[config.mk]
export PLATFORM = sky130hd
export DESIGN_NAME = sdd_decode
export DESIGN_NICKNAME = d
export VERILOG_FILES = /design/src/sdd_pkg.sv /design/src/sdd_scratch_size.sv /design/src/sdd_decode.sv
export SDC_FILE = /design/constraint.sdc
export NUM_CORES = 1
export LEC_CHECK = 0
export BUFFER_PORTS_ARGS = -buffer_cell sky130_fd_sc_hd__clkbuf_2
export CAP_MARGIN = 20
export CORE_ASPECT_RATIO = 1.4
export CORE_UTILIZATION = 28
export CTS_BUF_LIST = sky130_fd_sc_hd__clkbuf_4 sky130_fd_sc_hd__clkbuf_8 sky130_fd_sc_hd__clkbuf_16
export DETAILED_ROUTE_END_ITERATION = 7
export PLACE_DENSITY = 0.59
export SYNTH_ARGS = -nofsm -noshare
export SYNTH_HDL_FRONTEND = slang
export SYNTH_HIERARCHICAL = 1
export SYNTH_SLANG_ARGS = --single-unit
[constraint.sdc]
create_clock -name clk -period 6 [get_ports clk]
set_input_delay 0.9 -clock clk [delete_from_list [all_inputs] [get_ports clk]]
set_output_delay 0.9 -clock clk [all_outputs]
set_load 0.01 [all_outputs]
[src/sdd_pkg.sv]
package sdd_pkg;
   // descriptor word 1 exception enables
   localparam int MASK_EXC_SRC_BIT   = 2;
   localparam int SW_EXC_SRC_BIT     = 1;
   localparam int MASK_EXC_CTL_BIT   = 11;
   localparam int SW_EXC_CTL_BIT     = 13;
   localparam int CTL_WORD_W         = 32;
   // descriptor word 2 scratch fields
   localparam int SCR_BASE_HI        = 31;
   localparam int SCR_BASE_LO        = 10;
   localparam int SCR_SIZE_HI        = 3;
   localparam int SCR_SIZE_LO        = 0;
   localparam logic [3:0] SCR_SIZE_MAX    = 4'hB;
   localparam logic [3:0] SCR_SIZE_BIG    = 4'hB;
   localparam int SCR_BYTES_W        = 22;
   localparam logic [21:0] SCR_UNIT_BYTES = 22'h000400;
   localparam logic [21:0] SCR_BIG_BYTES  = 22'h040000;
   // early-stepping control register bit that enables the big size
   localparam int EARLY_CTL_BIG_BIT  = 3;
   // descriptor word 3 constant read fields
   localparam int CONST_LEN_HI       = 30;
   localparam int CONST_LEN_LO       = 25;
   localparam int CONST_OFS_HI       = 23;
   localparam int CONST_OFS_LO       = 18;
   localparam int ADDR_W             = 32;
endpackage

[src/sdd_scratch_size.sv]
`timescale 1ns/1ps
// per-thread scratch size decode, purely combinational
module sdd_scratch_size (
   // encoded field and mode
   input  wire logic [3:0]  size_code,
   input  wire logic        early_step,
   input  wire logic        big_enable,
   // decoded result
   output logic [21:0] size_bytes,
   output logic        size_legal
);
   always_comb begin
      size_legal = (size_code <= sdd_pkg::SCR_SIZE_MAX);
      if (!size_legal) begin
         size_bytes = '0;
      end else if (early_step) begin
         if (big_enable && size_code == sdd_pkg::SCR_SIZE_BIG) begin
            size_bytes = sdd_pkg::SCR_BIG_BYTES;
         end else begin
            // linear steps on the early stepping
            size_bytes = 22'(sdd_pkg::SCR_UNIT_BYTES * (22'(size_code) + 22'h000001));
         end
      end else begin
         size_bytes = sdd_pkg::SCR_UNIT_BYTES << size_code;
      end
   end
endmodule

[src/sdd_decode.sv]
`timescale 1ns/1ps
// Function
// mask-stack enable bit 2 to control bit 11
// software exception bit 1 to control bit 13
// scratch offset plus general state base
// scratch size power of two, 1KB..2MB
// software reserves whole scratch region
// early stepping: linear sizes, value 11 big
// software aligns base 8MB for big size
// constant read length rows from bits 30:25
// constant read offset from bits 23:18
// zero length: no fetch, no rows
module sdd_decode (
   // clock and reset
   input  wire logic        clk,
   input  wire logic        sys_rst,
   // descriptor words, valid for one cycle
   input  wire logic        desc_valid,
   input  wire logic [31:0] desc_word1,
   input  wire logic [31:0] desc_word2,
   input  wire logic [31:0] desc_word3,
   input  wire logic [31:0] general_state_base,
   // stepping straps and early control register bit field
   input  wire logic        early_step,
   input  wire logic [31:0] early_ctl,
   // core control word to the shader execution core
   output logic [31:0] core_control_word,
   // scratch region
   output logic [31:0] scratch_base_addr,
   output logic [21:0] scratch_bytes,
   output logic        scratch_size_legal,
   // constant return-buffer fetch
   output logic        const_fetch_req,
   output logic [5:0]  const_read_offset,
   output logic [5:0]  const_read_len,
   output logic [5:0]  payload_const_rows,
   // decode done strobe
   output logic        decode_valid
);

   // decoded descriptor fields
   logic        mask_exc_en;
   logic        sw_exc_en;
   logic [21:0] scr_base_field;
   logic [3:0]  scr_size_code;
   logic        big_enable;
   logic [5:0]  const_len_field;
   logic [5:0]  const_ofs_field;
   logic [31:0] scratch_ofs;
   logic        const_len_zero;
   // scratch size decoder results
   logic [21:0] size_bytes;
   logic        size_legal;
   // next register values
   logic [31:0] next_core_control_word;
   logic [31:0] next_scratch_base_addr;
   logic [21:0] next_scratch_bytes;
   logic        next_scratch_size_legal;
   logic        next_const_fetch_req;
   logic [5:0]  next_const_read_offset;
   logic [5:0]  next_const_read_len;
   logic [5:0]  next_payload_const_rows;
   logic        next_decode_valid;

   // field extraction; no state, every output group except the done strobe reads from here
   always_comb begin
      mask_exc_en     = desc_word1[sdd_pkg::MASK_EXC_SRC_BIT];
      sw_exc_en       = desc_word1[sdd_pkg::SW_EXC_SRC_BIT];
      scr_base_field  = desc_word2[sdd_pkg::SCR_BASE_HI:sdd_pkg::SCR_BASE_LO];
      scr_size_code   = desc_word2[sdd_pkg::SCR_SIZE_HI:sdd_pkg::SCR_SIZE_LO];
      // the big-size enable only matters on the early stepping
      big_enable      = early_ctl[sdd_pkg::EARLY_CTL_BIG_BIT];
      const_len_field = desc_word3[sdd_pkg::CONST_LEN_HI:sdd_pkg::CONST_LEN_LO];
      const_ofs_field = desc_word3[sdd_pkg::CONST_OFS_HI:sdd_pkg::CONST_OFS_LO];
      // low bits forced to zero: the offset is always 1KB aligned
      scratch_ofs     = {scr_base_field, {sdd_pkg::SCR_BASE_LO{1'b0}}};
      const_len_zero  = (const_len_field == 6'h00);
   end

   // size decode kept apart so the stepping quirk lives in one place
   sdd_scratch_size u_size (
      .size_code  (scr_size_code),
      .early_step (early_step),
      .big_enable (big_enable),
      .size_bytes (size_bytes),
      .size_legal (size_legal)
   );

   // control word: only the two exception enables are carried
   always_comb begin
      next_core_control_word = core_control_word;
      if (desc_valid) begin
         // the rest stays clear so an old enable never leaks into a new thread
         next_core_control_word = '0;
         // source and destination bit numbers differ on purpose
         next_core_control_word[sdd_pkg::MASK_EXC_CTL_BIT] = mask_exc_en;
         next_core_control_word[sdd_pkg::SW_EXC_CTL_BIT]   = sw_exc_en;
      end
   end

   always_ff @(posedge clk) begin
      if (sys_rst) begin
         core_control_word <= '0;
      end else begin
         core_control_word <= next_core_control_word;
      end
   end

   // scratch base: carry past bit 31 is dropped, software keeps the region in range
   always_comb begin
      next_scratch_base_addr = scratch_base_addr;
      if (desc_valid) begin
         next_scratch_base_addr = 32'(general_state_base + scratch_ofs);
      end
   end

   always_ff @(posedge clk) begin
      if (sys_rst) begin
         scratch_base_addr <= '0;
      end else begin
         scratch_base_addr <= next_scratch_base_addr;
      end
   end

   // scratch size: a code above the range reads as zero bytes and not legal
   always_comb begin
      next_scratch_bytes      = scratch_bytes;
      next_scratch_size_legal = scratch_size_legal;
      if (desc_valid) begin
         next_scratch_bytes      = size_bytes;
         next_scratch_size_legal = size_legal;
      end
   end

   always_ff @(posedge clk) begin
      if (sys_rst) begin
         scratch_bytes      <= '0;
         scratch_size_legal <= 1'b0;
      end else begin
         scratch_bytes      <= next_scratch_bytes;
         scratch_size_legal <= next_scratch_size_legal;
      end
   end

   // constant read offset, in 256-bit rows
   always_comb begin
      next_const_read_offset = const_read_offset;
      if (desc_valid) begin
         next_const_read_offset = const_ofs_field;
      end
   end

   always_ff @(posedge clk) begin
      if (sys_rst) begin
         const_read_offset <= '0;
      end else begin
         const_read_offset <= next_const_read_offset;
      end
   end

   // constant read length, in 256-bit rows
   always_comb begin
      next_const_read_len = const_read_len;
      if (desc_valid) begin
         next_const_read_len = const_len_field;
      end
   end

   always_ff @(posedge clk) begin
      if (sys_rst) begin
         const_read_len <= '0;
      end else begin
         const_read_len <= next_const_read_len;
      end
   end

   // rows added to the payload; none when the length is zero
   always_comb begin
      next_payload_const_rows = payload_const_rows;
      if (desc_valid) begin
         if (const_len_zero) begin
            next_payload_const_rows = 6'h00;
         end else begin
            next_payload_const_rows = const_len_field;
         end
      end
   end

   always_ff @(posedge clk) begin
      if (sys_rst) begin
         payload_const_rows <= '0;
      end else begin
         payload_const_rows <= next_payload_const_rows;
      end
   end

   // fetch request: a one-cycle pulse, never raised for a zero length
   // request and row count share one compare so they cannot disagree
   always_comb begin
      next_const_fetch_req = 1'b0;
      if (desc_valid) begin
         next_const_fetch_req = !const_len_zero;
      end
   end

   always_ff @(posedge clk) begin
      if (sys_rst) begin
         const_fetch_req <= 1'b0;
      end else begin
         const_fetch_req <= next_const_fetch_req;
      end
   end

   // done strobe: one cycle after each accepted descriptor, back to back allowed
   always_comb begin
      next_decode_valid = desc_valid;
   end

   always_ff @(posedge clk) begin
      if (sys_rst) begin
         decode_valid <= 1'b0;
      end else begin
         decode_valid <= next_decode_valid;
      end
   end
endmodule

==> results of run 1 <==
worst max-delay path by stage:
stage,startpoint,to,slack (ns),cells after the start
finish,desc_word2[10],scratch_base_addr[30],3.02,11
global route,desc_word2[10],scratch_base_addr[30],2.90,11
CTS,desc_word2[10],scratch_base_addr[30],3.05,11
detailed placement,desc_word2[10],scratch_base_addr[30],2.71,11
global placement,desc_word2[10],scratch_base_addr[30],2.69,11
floorplan,desc_word2[10],scratch_base_addr[30],3.09,10
final cells by class:
type	count	share of cell area
Clock inverter	4	0.0104
Sequential cell	77	0.285
Inverter	7	0.00486
Tap cell	192	0.0444
Clock buffer	12	0.0469
Timing Repair Buffer	155	0.145
Multi-Input combinational cell	381	0.464
cell usage in the layout (no fill, tap or decap), drive strengths merged, types with 3 or more instances in the layout:
cell and count:
o211ai 4, o22ai 3, nor3 3, o2111ai 3
inv 8, nor3b 9, nor2 70, a31oi 3
buf 3, clkbuf 164, a21o 9, dfxtp 77
nand2b 25, xnor2 9, o21ai 14, a21oi 34
nand3 9, ha 26, mux2i 53, conb 40
xor2 6, a211oi 3, nand2 27, nand4 3
metal layers:
metal / part of all wire / wire, um / vias to the layer above
met3: 0.055 / 576 / 9
li1: - / - / 1899
met1: 0.44 / 4690 / 1685
met4: 0.020 / 206 / 0
met2: 0.48 / 5070 / 147
met5: 0 / 0 / -
synth_stat cells (6+ instances only):
library cell   n  area [sq um]
xnor2_1        9          78.8
mux2i_1       53           531
buf_4         41           308
buf_2          7          35.0
nor2_1        70           263
ha_1          26           325
dfxtp_1       77          1540
o21ai_0       13          65.1
inv_1          7          26.3
xor2_1         6          52.6
nand3_1        8          40.0
nor3b_1        9          67.6
a21o_1         9          67.6
clkbuf_1      11          41.3
a21oi_1       33           165
buf_1          6          22.5
nand2b_1      24           150
nand2_1       27           101
stage by stage:
step | cell area [sq um] | setup slack [ns] | power [W]
finish | 5410 | 3.02 | 0.00142
global route | 5410 | 2.90 | 0.00150
CTS | 5410 | 3.05 | 0.00145
detailed placement | 5100 | 2.71 | 0.000868
global placement | 5100 | 2.69 | 0.000866
floorplan | 4510 | 3.09 | 0.000786
worst min-delay path: stages (launching register included):
cell,delay [ns]
dfxtp_1,0.33
nand2_1,0.05
o21ai_0,0.05
flip-flops by register name, indices dropped and copies added, names as in the netlist:
register / count
const_read_offset: 6
scratch_bytes: 22
scratch_base_addr: 32
payload_const_rows: 6
core_control_word: 2
const_read_len: 6
const_fetch_req: 1
scratch_size_legal: 1
decode_valid: 1
cells by family (layout without fill, tap and decap cells):
group,count (synthesis),count (layout)
AO/OA/AOI/OAI,87,87
XOR/XNOR,15,15
adder cells (fa/ha/maj),27,27
buffers and inverters,74,178
flip-flops,77,77
multiplexers,53,53
other,2,40
AND/OR/NAND/NOR,159,159
where the power goes:
part	internal [W]	switching (W)
Sequential	0.000546	0.0000185
Combinational	0.000125	0.000165
Clock	0.000346	0.000223
Total	0.00102	0.000406
==> results.py, run 1 <==
metrics = {
    "grt": {
        "gr-usage-met3": 0.0270,
        "overflow": 0,
        "antenna_found_initial": 0,
        "grt.total_usage": 0.134,
        "grt_pass1_wl_mm": 17.0,
        "grt_max_degree": 52,
        "grt_pass1_vias": 3607,
        "grtUsageMet1": 0.150,
        "grt-busiest-layer": "met2",
        "met2_usage": 0.243,
    },
    "pwr": {
        "ir_drop_v": 0.000129,
        "p_per_area_nw_per_um2": 263,
        "p_leak_nw": 2.71,
    },
    "cts": {
        "cts_root_buffer": "clkbuf_16",
        "cts_tree": "done",
        "clk_latency_ns": 0.33,
        "hold_buffers": 0,
        "numCtsBuffers": 9,
        "clock_path_buffers": 2,
        "cts_max_level": 3,
        "cts.sink_count": 77,
        "post_cts_buffers": 0,
        "path_clk_slew_ns": 0.06,
        "cts_resized": 0,
    },
    "critical_path": {
        "start_kind": "primary input",
        "critPathKind": "in2reg",
        "worstPathCellList": "clkbuf_2 -> ha_1 -> inv_1 -> fa_1 -> nand2b_1 -> a21oi_2 -> o2111ai_2 -> o211ai_2 -> nand3_2 -> o2111a_1 -> a211o_1",
        "critical_path_arrival_ns": 3.20,
        "ff2ff_setup_slack_ns": 5.13,
        "r2r-end": "scratch_base_addr[24]",
        "cp_data_required_time_ns": 6.22,
        "crit_buf_inv": 2,
        "critical-path-max-stage-delay_ns": 0.39,
        "critPathMaxFanout": 4,
        "crit_path_top_delay_cell": "fa_1",
        "crit_path_end_kind": "flip-flop",
        "rr_worst_depth": 2,
        "r2r-start": "scratch_base_addr[24]",
        "critPathTopFamily": "compound AO/OA/AOI/OAI gates",
    },
    "synthesis": {
        "ys_ff_latch": 77,
        "synthAdderAreaFrac": 0.0791,
        "synth.distinct_cells": 55,
        "avgSynthCellArea_sq_um": 8.83,
        "seq_area_frac_synth": 0.353,
        "synth_cells": 494,
        "synth_edf_count": 0,
        "synth_warnings": 6,
        "synth_compound_area_frac": 0.133,
        "synthMuxAreaShare": 0.122,
        "ys.flop_type": "dfxtp_1",
        "async_flop_share": 0,
        "syn_area_sq_um": 4360,
        "yosys.area_share.simple": 0.177,
        "synth_top_family_by_area": "simple AND/OR/NAND/NOR gates",
        "synth-xor-area-share": 0.0301,
    },
    "cells_and_area": {
        "multi_input_area_sq_um": 2510,
        "final_core_util": 0.358,
        "syn_to_final_growth_pct": 24.0,
        "drive_gt1_frac": 0.285,
        "nFillCells": 1613,
        "final-seq-area_sq_um": 1540,
        "layout.nets": 822,
        "stdcell_count": 828,
        "diodes": 0,
    },
    "routing": {
        "drt-vias-per-instance": 4.52,
        "drt-pass1-iter-count": 7,
        "vias": 3740,
        "wirelength_mm": 10.5,
        "drc_errors": 0,
        "wl_per_cell_um": 12.7,
        "drtAntennaViolNets": 0,
        "drt-initial-drc-count": 151,
    },
    "floorplan": {
        "die_y_um": 150,
        "io_pins": 271,
        "dieArea_sq_um": 16100,
        "rows": 53,
        "core_sq_um": 15100,
        "die_w_um": 108,
        "initial_core_util": 0.289,
    },
    "sta": {
        "worstMarginPinSlew_ns": 0.709,
        "fin_crit_ns": 2.98,
        "timing.fmax_ghz": 0.335,
        "relSlewSlack": 0.527,
        "fin_worst_skew_ns": 0,
        "rsz0062_at_grt": "no",
        "timing.final.crit_share": 0.497,
        "setup_tns_ns": 0,
        "hold_viol": 0,
        "setup_viol": 0,
        "hold_slack_ns": 0.456,
        "slew_viol_final": 0,
    },
    "place": {
        "gp_congestion": 0.766,
        "port_buffers": 153,
        "place_inst": 812,
        "dp_hpwl_mm": 7.88,
    },
    "worst_hold_path": {
        "holdPathEnd": "scratch_base_addr[25]",
        "hp-class": "reg2reg",
        "min-delay-start": "scratch_base_addr[25]",
        "hold_path_depth": 2,
    },
    "run": {
        "maxCapViolations": 0,
    },
    "outcome": {
        "status": "finished, final reports clean",
    },
}
Note: power is estimated with default switching activity, not from simulation.
==> inputs of run 2 (changes only) <==
--- a/config.mk
+++ b/config.mk
@@ -11,7 +11,7 @@
 export CORE_UTILIZATION = 28
 export CTS_BUF_LIST = sky130_fd_sc_hd__clkbuf_4 sky130_fd_sc_hd__clkbuf_8 sky130_fd_sc_hd__clkbuf_16
 export DETAILED_ROUTE_END_ITERATION = 7
-export PLACE_DENSITY = 0.59
+export PLACE_DENSITY = 0.61
 export SYNTH_ARGS = -nofsm -noshare
 export SYNTH_HDL_FRONTEND = slang
 export SYNTH_HIERARCHICAL = 1
==> constraint.sdc (replaced) <==
create_clock -name clk -period 2.65 [get_ports clk]
set_input_delay 0.3975 -clock clk [delete_from_list [all_inputs] [get_ports clk]]
set_output_delay 0.3975 -clock clk [all_outputs]
set_load 0.01 [all_outputs]
==> results.py, run 2 (synthesis results as in run 1) <==
metrics = {
    "grt": {
        "grt.total_usage": 0.130,
        "grt_max_degree": 49,
        "overflow": 0,
        "antenna_found_initial": 0,
        "grt_pass1_vias": 3407,
        "grt_pass1_wl_mm": 16.3,
    },
    "floorplan": {
        "die_w_um": 108,
        "io_pins": 271,
        "die_y_um": 150,
        "dieArea_sq_um": 16100,
        "initial_core_util": 0.289,
        "core_sq_um": 15100,
        "rows": 53,
    },
    "place": {
        "gp_congestion": 0.777,
        "port_buffers": 153,
        "place_inst": 819,
        "place_ws_ns": -0.0295,
        "dp_hpwl_mm": 8.04,
    },
    "cells_and_area": {
        "layout_common_cells": "clkbuf_2, dfxtp_1, nor2_1, mux2i_1, conb_1",
        "largest_reg_flops": 32,
        "syn_to_final_growth_pct": 25.3,
        "diodes": 0,
        "drive_gt1_frac": 0.292,
        "final_core_util": 0.362,
        "largest-register": "scratch_base_addr",
        "layout.nets": 829,
        "final_common_cell": "clkbuf_2",
        "reg_top3": "scratch_base_addr (32), scratch_bytes (22)",
        "stdcell_count": 835,
    },
    "sta": {
        "relSlewSlack": 0.580,
        "timing.final.crit_share": 0.889,
        "timing.fmax_ghz": 0.425,
        "setup_ws_ns": 0.295,
        "fin_crit_ns": 2.35,
        "hold_viol": 0,
        "fin_worst_skew_ns": 0,
        "rsz0062_at_grt": "no",
        "worstMarginPinSlew_ns": 0.630,
        "slew_viol_final": 0,
        "setup_tns_ns": 0,
        "hold_slack_ns": 0.299,
        "setup_viol": 0,
    },
    "cts": {
        "cts_tree": "done",
        "hold_buffers": 0,
        "cts_max_level": 3,
        "post_cts_buffers": 0,
        "cts_root_buffer": "clkbuf_16",
        "numCtsBuffers": 9,
        "cts.sink_count": 77,
        "clk_latency_ns": 0.33,
        "cts_resized": 0,
        "path_clk_slew_ns": 0.06,
        "clock_path_buffers": 2,
    },
    "worst_hold_path": {
        "holdPathEnd": "scratch_base_addr[4]",
        "min-delay-start": "general_state_base[4]",
        "hold_path_depth": 3,
        "hp-class": "in2reg",
    },
    "critical_path": {
        "critical_path_arrival_ns": 2.57,
        "critPathKind": "in2reg",
        "ff2ff_setup_slack_ns": 1.76,
        "crit_path_end_kind": "flip-flop",
        "start_kind": "primary input",
        "cp_data_required_time_ns": 2.87,
        "critPathMaxFanout": 4,
        "r2r-end": "scratch_base_addr[24]",
        "rr_worst_depth": 2,
        "r2r-start": "scratch_base_addr[24]",
    },
    "routing": {
        "wirelength_mm": 10.6,
        "drtAntennaViolNets": 0,
        "wl_per_cell_um": 12.7,
        "drt-initial-drc-count": 156,
        "drt-vias-per-instance": 4.49,
        "drc_errors": 0,
        "vias": 3752,
        "drt-pass1-iter-count": 4,
    },
    "pwr": {
        "p_leak_nw": 2.74,
        "p_per_area_nw_per_um2": 585,
        "ir_drop_v": 0.000233,
    },
    "run": {
        "maxCapViolations": 0,
    },
    "outcome": {
        "status": "finished, final reports clean",
    },
}
==> run 2: cell types whose count changed in the layout (fill, tap and decap cells not counted) <==
| cell | change |
|---|---|
| clkbuf_8 | -1 |
| buf_12 | +1 |
| clkinvlp_4 | +1 |
| clkinv_2 | +1 |
| clkinv_4 | -1 |
| buf_4 | +6 |
==> run 2: metal layers <==
layer  vias up  wire, um  track usage
met4         0       241       0.0630
met2       143      5120        0.227
met3        14       612       0.0322
li1       1915         -            -
met5         -         0            0
met1      1680      4590        0.147
==> run 2: metrics by stage <==
step	cell area [sq um]	power (W)
final	5470	0.00320
after global routing	5470	0.00338
after CTS	5470	0.00326
after detailed placement	5170	0.00198
after floorplan	4510	0.00178
after global placement	5170	0.00197
==> run 2: critical path, stage by stage <==
cell	delay, ns
clkbuf_2	0.08
ha_1	0.16
inv_1	0.06
fa_1	0.37
nand2b_1	0.19
a21oi_2	0.19
o2111ai_2	0.22
o211ai_2	0.30
nand3_2	0.11
o2111a_1	0.25
a211o_1	0.26
==> run 2: worst max-delay path by stage <==
stage / from / endpoint / slack [ns] / cells past startpoint
after floorplan: desc_word2[10] / scratch_base_addr[30] / 0.24 / 10
after global placement: desc_word2[10] / scratch_base_addr[30] / -0.03 / 11
after detailed placement: desc_word2[10] / scratch_base_addr[30] / -0.03 / 11
after CTS: desc_word2[10] / scratch_base_addr[30] / 0.31 / 11
after global routing: desc_word2[10] / scratch_base_addr[30] / 0.18 / 11
final: desc_word2[10] / scratch_base_addr[30] / 0.30 / 11
==> run 2: cell type report <==
cell class	instances	area (sq um)
clock inverters	5	60.1
well taps	192	240
flip-flops and latches	77	1540
fillers	1609	9650
clock buffers	11	240
multi-input cells	381	2510
repair buffers	162	848
inverters	7	26.3
==> run 2: report_power, final <==
part | internal [W] | switching, W | total, W
Sequential | 0.00124 | 0.0000397 | 0.00128
Clock | 0.000754 | 0.000493 | 0.00125
Combinational | 0.000294 | 0.000378 | 0.000672
